--- config.mk ---
export PLATFORM = sky130hd
export DESIGN_NAME = hwd_host_window
export DESIGN_NICKNAME = d
export VERILOG_FILES = /design/src/verilog/hwd_pkg.sv /design/src/verilog/hwd_tgt_if.sv /design/src/verilog/hwd_host_window.sv /design/src/verilog/hwd_straps.sv
export VERILOG_INCLUDE_DIRS = /design/src /design/src/verilog
export SDC_FILE = /design/constraint.sdc
export NUM_CORES = 1
export LEC_CHECK = 0
export BUFFER_PORTS_ARGS = -buffer_cell sky130_fd_sc_hd__buf_2
export CORE_AREA = 2 2 95 97
export DETAILED_ROUTE_END_ITERATION = 6
export DIE_AREA = 0 0 97 99
export PLACE_DENSITY = 0.76
export SETUP_SLACK_MARGIN = 0.05
export SLEW_MARGIN = 20
export SYNTH_ARGS = -nofsm -noshare
export SYNTH_HDL_FRONTEND = slang
export SYNTH_HIERARCHICAL = 1
export SYNTH_SLANG_ARGS = --single-unit
--- constraint.sdc ---
create_clock -name clock -period 1.6 [get_ports clock]
set_input_delay 0.24 -clock clock [delete_from_list [all_inputs] [get_ports clock]]
set_output_delay 0.24 -clock clock [all_outputs]
set_load 0.005 [all_outputs]
--- src/verilog/hwd_params.svh ---
// Constants for the host window decode and clock strap block
`ifndef HWD_PARAMS_SVH
`define HWD_PARAMS_SVH
`define HWD_ADDR_W        24
`define HWD_DATA_W        16
`define HWD_SEL_BIT       23
`define HWD_FB_BASE       24'h80_0000
`define HWD_FB_SIZE_2M    24'h20_0000
`define HWD_FB_SIZE_4M    24'h40_0000
`define HWD_OSC_SLOW_HZ   32768
`define HWD_OSC_FAST_HZ   13000000
`define HWD_CLK_HZ        10000000
`endif

--- src/verilog/hwd_pkg.sv ---
// Types shared by the host window decode block
package hwd_pkg;
  typedef enum logic [1:0] {
    HWD_IDLE = 2'b00,
    HWD_WAIT = 2'b01,
    HWD_DONE = 2'b11
  } hwd_state_e;
  typedef enum logic {
    HWD_TGT_REG = 1'b0,
    HWD_TGT_FB  = 1'b1
  } hwd_tgt_e;
endpackage : hwd_pkg

--- src/verilog/hwd_tgt_if.sv ---
// Carrier between decoder and engine-side target port
`timescale 1ns/1ps
interface hwd_tgt_if;
  import hwd_pkg::*;
  logic        req;
  logic        we;
  hwd_tgt_e    tgt;
  logic [22:0] off;
  logic [15:0] wdata;
  logic [15:0] rdata;
  logic        ack;
  logic        fb_hole;
  modport dec (output req, we, tgt, off, wdata, fb_hole,
               input rdata, ack);
  modport tgt_side (input req, we, tgt, off, wdata, fb_hole,
                    output rdata, ack);
endinterface : hwd_tgt_if

--- src/verilog/hwd_host_window.sv ---
// Host window decode with wait control and clock strap capture
`timescale 1ns/1ps
`include "hwd_params.svh"
module hwd_host_window
  import hwd_pkg::*;
#(
  parameter int ADDR_W  = `HWD_ADDR_W,
  parameter int DATA_W  = `HWD_DATA_W,
  parameter bit FB_IS_4M = 1'b0
)
(
  input  wire logic              clock,
  input  wire logic              srst,
  input  wire logic              host_select_n,
  input  wire logic              host_write_n,
  input  wire logic              host_read_n,
  input  wire logic [ADDR_W-1:1] host_addr,
  input  wire logic [DATA_W-1:0] host_data_in,
  output logic      [DATA_W-1:0] host_data_out,
  output logic                   host_data_oe_n,
  output logic                   host_wait_n,
  input  wire logic              clock_source_strap,
  input  wire logic              osc_frequency_strap,
  output logic                   use_osc,
  output logic                   osc_is_13mhz,
  output logic                   tgt_req,
  output logic                   tgt_we,
  output logic                   tgt_is_fb,
  output logic      [ADDR_W-2:0] tgt_off,
  output logic      [DATA_W-1:0] tgt_wdata,
  output logic                   tgt_fb_hole,
  input  wire logic [DATA_W-1:0] tgt_rdata,
  input  wire logic              tgt_ack
);
  hwd_tgt_if  tif ();
  hwd_state_e state_r;
  hwd_state_e state_nxt;

  logic cs_s1_r, cs_s2_r, wr_s1_r, wr_s2_r, rd_s1_r, rd_s2_r;
  logic [ADDR_W-1:1] a_s1_r, a_s2_r;
  logic [DATA_W-1:0] d_s1_r, d_s2_r;
  logic              strobe;
  logic [ADDR_W-1:0] byte_addr;
  logic              is_fb;
  logic [ADDR_W-1:0] fb_size;
  logic              req_r;
  logic              we_r;
  hwd_tgt_e          tgt_r;
  logic [ADDR_W-2:0] off_r;
  logic [DATA_W-1:0] wdata_r;
  logic              hole_r;
  logic              read_r;

  hwd_straps u_straps (
    .clock               (clock),
    .srst                (srst),
    .clock_source_strap  (clock_source_strap),
    .osc_frequency_strap (osc_frequency_strap),
    .use_osc             (use_osc),
    .osc_is_13mhz        (osc_is_13mhz)
  );

  // Host pins are asynchronous to clock; double-flop them
  always_ff @(posedge clock)
  begin
    cs_s1_r <= host_select_n;
    cs_s2_r <= cs_s1_r;
    wr_s1_r <= host_write_n;
    wr_s2_r <= wr_s1_r;
    rd_s1_r <= host_read_n;
    rd_s2_r <= rd_s1_r;
    a_s1_r  <= host_addr;
    a_s2_r  <= a_s1_r;
    d_s1_r  <= host_data_in;
    d_s2_r  <= d_s1_r;
  end

  // Whole 24-bit window under one select
  assign strobe    = !cs_s2_r && (!wr_s2_r || !rd_s2_r);
  assign byte_addr = {a_s2_r, 1'b0};
  assign is_fb     = byte_addr[`HWD_SEL_BIT];
  assign fb_size   = FB_IS_4M ? `HWD_FB_SIZE_4M : `HWD_FB_SIZE_2M;

  // One access per strobe; a new one needs the strobe released
  always_comb
  begin
    state_nxt = state_r;
    unique case (state_r)
      HWD_IDLE: if (strobe) state_nxt = HWD_WAIT;
      HWD_WAIT: if (tif.ack) state_nxt = HWD_DONE;
      HWD_DONE: if (!strobe) state_nxt = HWD_IDLE;
      // Code 2'b10 is unused; fall back to idle rather than lock up
      default:  state_nxt = HWD_IDLE;
    endcase
  end

  always_ff @(posedge clock)
  begin
    if (srst)
      state_r <= HWD_IDLE;
    else
      state_r <= state_nxt;
  end

  // Latch the request as the access starts
  always_ff @(posedge clock)
  begin
    if (srst)
    begin
      req_r   <= 1'b0;
      we_r    <= 1'b0;
      tgt_r   <= HWD_TGT_REG;
      off_r   <= '0;
      wdata_r <= '0;
      hole_r  <= 1'b0;
      read_r  <= 1'b0;
    end
    else if (state_r == HWD_IDLE && strobe)
    begin
      req_r   <= 1'b1;
      we_r    <= !wr_s2_r;
      read_r  <= wr_s2_r;
      tgt_r   <= is_fb ? HWD_TGT_FB : HWD_TGT_REG;
      // Offset relative to the base of the selected half (bit 23 dropped)
      off_r   <= is_fb ? byte_addr[ADDR_W-2:0]
                       : byte_addr[ADDR_W-2:0];
      hole_r  <= is_fb &&
                 (byte_addr - `HWD_FB_BASE) >= fb_size;
      wdata_r <= d_s2_r;
    end
    else if (tif.ack)
      req_r <= 1'b0;
  end

  // Capture read data for the host
  always_ff @(posedge clock)
  begin
    if (srst)
      host_data_out <= '0;
    else if (state_r == HWD_WAIT && tif.ack && read_r)
      host_data_out <= tif.rdata;
  end

  // Drive data bus while the read is held; enable is active low
  assign host_data_oe_n = !(state_r == HWD_DONE && read_r && strobe);
  // Wait low from strobe until target answers
  assign host_wait_n = !((state_r == HWD_IDLE && strobe) ||
                         state_r == HWD_WAIT);

  assign tif.req     = req_r;
  assign tif.we      = we_r;
  assign tif.tgt     = tgt_r;
  assign tif.off     = off_r;
  assign tif.wdata   = wdata_r;
  assign tif.fb_hole = hole_r;
  assign tif.rdata   = tgt_rdata;
  assign tif.ack     = tgt_ack & req_r;
  assign tgt_req     = tif.req;
  assign tgt_we      = tif.we;
  assign tgt_is_fb   = (tif.tgt == HWD_TGT_FB);
  assign tgt_off     = tif.off;
  assign tgt_wdata   = tif.wdata;
  assign tgt_fb_hole = tif.fb_hole;
endmodule : hwd_host_window

--- src/verilog/hwd_straps.sv ---
// Clock strap capture and clock source selection
`timescale 1ns/1ps
`include "hwd_params.svh"
module hwd_straps
  import hwd_pkg::*;
(
  input  wire logic clock,
  input  wire logic srst,
  input  wire logic clock_source_strap,
  input  wire logic osc_frequency_strap,
  output logic      use_osc,
  output logic      osc_is_13mhz
);
  logic src_s1_r;
  logic src_s2_r;
  logic frq_s1_r;
  logic frq_s2_r;

  // Strap pins are asynchronous; two flops before use
  always_ff @(posedge clock)
  begin
    src_s1_r <= clock_source_strap;
    src_s2_r <= src_s1_r;
    frq_s1_r <= osc_frequency_strap;
    frq_s2_r <= frq_s1_r;
  end

  // Track only during reset, freeze at release
  always_ff @(posedge clock)
  begin
    if (srst)
    begin
      use_osc      <= src_s2_r;  // 0 PLL, 1 oscillator
      osc_is_13mhz <= frq_s2_r;  // 0 32.768 kHz, 1 13 MHz
    end
  end
endmodule : hwd_straps

Word-level counts from Yosys, hierarchy flattened
Cells that the tools add are included.

word-level totals
  output and inout port bits = 63
  word-level logic and storage cells = 57
  bits of input ports = 63
  bits in registers = 151

cells by class
  add/sub/neg operators = 1
  order comparisons = 1
  eq/ne operators = 5
  muxes and demuxes = 7
  reduce and logical (&&, ||, !) cells = 17
  bitwise gates (word level) = 1

operators by type and width
  operator                                                number
  >= comparator 24 x 22 -> 1 bit (second input constant)  1
  subtractor 24 bit (second input constant)               1
  logical AND 1 bit                                       7
  two-way mux 2 bit                                       3
  inequality test 2 bit (second input constant)           3
  one-hot mux 2 bit (3 select lines)                      1
  zero test 1 bit                                         5
  two-way mux 1 bit                                       3
  AND reduction 3 bit                                     1
  equality test 2 x 1 -> 1 bit (second input constant)    1
  equality test 2 bit (second input constant)             1
  zero test 2 bit                                         1
  logical OR 1 bit                                        2
  nonzero test 2 bit                                      1
  AND 1 bit                                               1

Depth between registers and ports, before layout
  depth in word-level cells = 6
  gate-level depth with buffers = 5

Modules after synthesis
Netlist, hierarchy kept.

by module, submodules not included
  module           sequential area each (um^2)  cells an instance  instances  area an instance (um^2)
  hwd_host_window  2,902.8                      353                1          4,026.4
  hwd_straps       140.1                        6                  1          140.1

Worst setup path after synthesis
Ideal clock, no wire load.

  kind = flip-flop to flip-flop
  start point = register rd_s2_r
  end point = register we_r (netlist: tgt_we)
  required time = 1.472 ns
  library setup time = 0.128 ns
  arrival = 1.193 ns
  cell stages (with the launch flop) = 6
  slack = 0.280 ns
  path through = dfxtp_1 > a2111o_1 > buf_2 > buf_2 > a21oi_1 > nor2_1

between the ends
  word-level cells in the longest chain between the ends = 4

ends and longest elaborated chain
  what                    line                    source
  start, declared         hwd_host_window.sv:39   logic cs_s1_r, cs_s2_r, wr_s1_r, wr_s2_r, rd_s1_r, rd_s2_r;
  start signal, assigned  hwd_host_window.sv:71   rd_s2_r <= rd_s1_r;
  zero test 1 bit         hwd_host_window.sv:79   assign strobe = !cs_s2_r && (!wr_s2_r || !rd_s2_r);
  logical OR 1 bit        hwd_host_window.sv:79
  logical AND 1 bit       hwd_host_window.sv:79
  logical AND 1 bit       hwd_host_window.sv:118  else if (state_r == HWD_IDLE && strobe)
  end signal, assigned    hwd_host_window.sv:121  we_r <= !wr_s2_r;
  end, declared           hwd_host_window.sv:47   logic we_r;

Every way passes these cells.
A chain may end at the register's enable or synchronous reset.

Worst setup path after layout
  start point = register wr_s2_r
  end point = output host_data_oe_n

between the ends
  word-level cells in the longest chain between the ends = 5

ends and longest elaborated chain
  what                    line                    source
  start, declared         hwd_host_window.sv:39
  start signal, assigned  hwd_host_window.sv:69   wr_s2_r <= wr_s1_r;
  zero test 1 bit         hwd_host_window.sv:79
  logical OR 1 bit        hwd_host_window.sv:79
  logical AND 1 bit       hwd_host_window.sv:79
  logical AND 1 bit       hwd_host_window.sv:145  assign host_data_oe_n = !(state_r == HWD_DONE && read_r && strobe);
  zero test 1 bit         hwd_host_window.sv:145
  end, declared           hwd_host_window.sv:20   output logic host_data_oe_n,

Every way passes these cells.

==> results.cfg <==
[status]
status = finished, final reports clean

[global_routing]
use_met1_pct = 22.8
grt_use_total_pct = 19.6
grt_pass1_vias = 3167
use_met2_pct = 33.9
grt-busiest-layer = met2
gr-total-overflow = 0
grt_max_degree = 80
grt_pass1_wl_um = 14800
antenna_found_initial = 0
use_met3_pct = 6.81

[floorplanning]
core-area_um2 = 8550
placementRows = 34
initial_core_util_pct = 48.7
dieHeight_um = 99
die_w_um = 97
dieArea_um2 = 9600
io_pins = 126

[route]
viasPerCell = 4.56
drt-total-wl_um = 8910
dr.first_iter.drc_count = 86
dr.pass1.iters = 4
ant_nets = 0
wl_per_cell_um = 13.2
drc = 0
dr_total_vias = 3072

[setup_path]
worstPathMaxFanout = 4
worstPathArrival_ps = 1310
worstSetupPathType = flop to output port
worst_ep_required_time_ps = 1360
cp-start-kind = flop
critPathCaptureType = output port

[placed_design]
port_buffers = 124
hpwl_um = 4940
post-place-ws_ps = 175
place_area_um2 = 4870
gp_congestion = 0.728
place_inst = 577

[sta]
period_share_pct = 97.0
setup-violations-final = 0
hold_viol = 0
fin_crit_ps = 1550
finalClockSkew_ps = 8.69
fmax_ghz = 0.644
final_max_slew_viol_count = 0
rsz0062_at_grt = true
fin_ws_ps = 47.3
fin_tns_setup_ps = 0

[clock_tree]
cts-root-buf = clkbuf_8
clk_latency_ps = 500
numCtsBuffers = 17
htree_levels = 4
clk_pin_slew_ps = 60
tritoncts = done
cts.path.max_buffers = 2
cts_sinks = 151

[final_layout]
fin_cells = 673
num_antenna_cells = 0
drive_gt1_share_pct = 30.8
design_area_um2 = 6180
area_delta_synth_final_pct = 48.3
final_nets = 615

[power_and_ir_drop]
power_density_nw_per_um2 = 1430
max-vdd-ir-drop_mv = 0.979
leakage_nw = 2.73

[yosys]
syn_area_um2 = 4170
synth_most_common_cell = dfxtp_1
ys.flop_type = dfxtp_1
ys_warn_count = 6
postSynth.asyncResetShare_pct = 0
netlist.area_leader.share_pct = 71.6
seq_area_frac_synth_pct = 73.0
synth_top_cells_by_area = dfxtp_1 (72%), nand2_1 (7.4%), a21oi_1 (5.5%)
yosys.area.top_type = dfxtp_1
synth_commonest_cells = dfxtp_1 (149), nand2_1 (82), a21oi_1 (46)
synth_edf_count = 2
syn_nets = 422
yosys.cell_types.count = 23
synthCells = 359
ys_ff_latch = 151
avgSynthCellArea_um2 = 11.6

[worst_hold_path]
hold_class = primary input to flop

[job]
timing.max_cap.violations = 0
## registers in the layout, summed over array words and instances (netlist names), 2 cells and up
| signal | count |
|---|---|
| tgt_off | 22 |
| d_s2_r | 16 |
| d_s1_r | 16 |
| a_s1_r | 23 |
| tgt_wdata | 16 |
| host_data_out | 16 |
| a_s2_r | 23 |
| state_r | 2 |
## worst max-delay path, cell delays in order (launching register included)
cell and delay [ps]:
dfxtp_4 350, a21oi_4 190, nand4_1 120, buf_2 150
## worst paths after layout
| check | from | endpoint | slack, ps | cells past startpoint |
|---|---|---|---|---|
| setup reg to reg | wr_s2_r | tgt_we | 150 | 5 |
| hold reg to reg | d_s1_r[7] | d_s2_r[7] | 330 | 0 |
| setup / recovery | wr_s2_r | host_data_oe_n | 50 | 3 |
| hold / removal | tgt_rdata[2] | host_data_out[2] | 10 | 3 |
## layer usage
| metal | share of wire, % | routed length, um |
|---|---|---|
| met1 | 43 | 3820 |
| met2 | 49 | 4370 |
| met3 | 6.3 | 563 |
| met4 | 1.7 | 152 |
| met5 | 0 | 0 |
## kinds of logic (layout without fill, tap and decap cells)
logic type | after synthesis | in the layout | share of synthesized area (%)
AO/OA/AOI/OAI | 50 | 50 | 6.91
buffers and inverters | 20 | 226 | 2.73
flip-flops | 151 | 151 | 73.0
multiplexers | 16 | 16 | 3.84
other | 1 | 1 | 0.0900
AND/OR/NAND/NOR | 121 | 121 | 13.4
## timing repair
item / 4_1_cts / 5_1_grt
hold buffers: 60 / 0
resized for setup: 8 / 4
pin swaps: 2 / 0
hold endpoints to repair: 60 / 0
endpoints found under the setup margin: 2 / 9
buffers inserted: 3 / 1
gates cloned: 0 / 0
## stage by stage
| step | hold slack, ps | utilization [%] | total power, mW |
|---|---|---|---|
| 5_1_grt | 27.3 | 72.3 | 9.15 |
| 4_1_cts | 0.0955 | 72.0 | 8.89 |
| 6_report | 13.6 | 72.3 | 8.83 |
| 3_3_place_gp | 311 | 56.9 | 4.47 |
| 2_1_floorplan | 268 | - | 4.28 |
| 3_5_place_dp | 312 | 56.9 | 4.49 |
## layout make-up
cell class              instances  area (um^2)
fillers                       585         2370
flip-flops and latches        151         3050
clock buffers                  19          432
clock inverters                13          219
well taps                     108          135
multi-input cells             188         1020
repair buffers                194         1320
## layout by cell type (no fill, tap or decap), types with 3 or more instances in the layout
cell	instances
buf_4	6
buf_2	124
dlygate4sd3_1	60
bufinv_16	5
clkbuf_16	16
dfxtp_1	144
buf_6	3
a21oi_1	45
clkinv_4	4
nand2_1	82
mux2i_1	16
nand2b_1	33
dfxtp_2	3
## report_power, final
group | total [mW] | internal, mW | switching, mW
Combinational | 0.516 | 0.290 | 0.226
Sequential | 4.03 | 3.96 | 0.0722
Clock | 4.28 | 2.76 | 1.52
(Power assumes the default switching activity.)
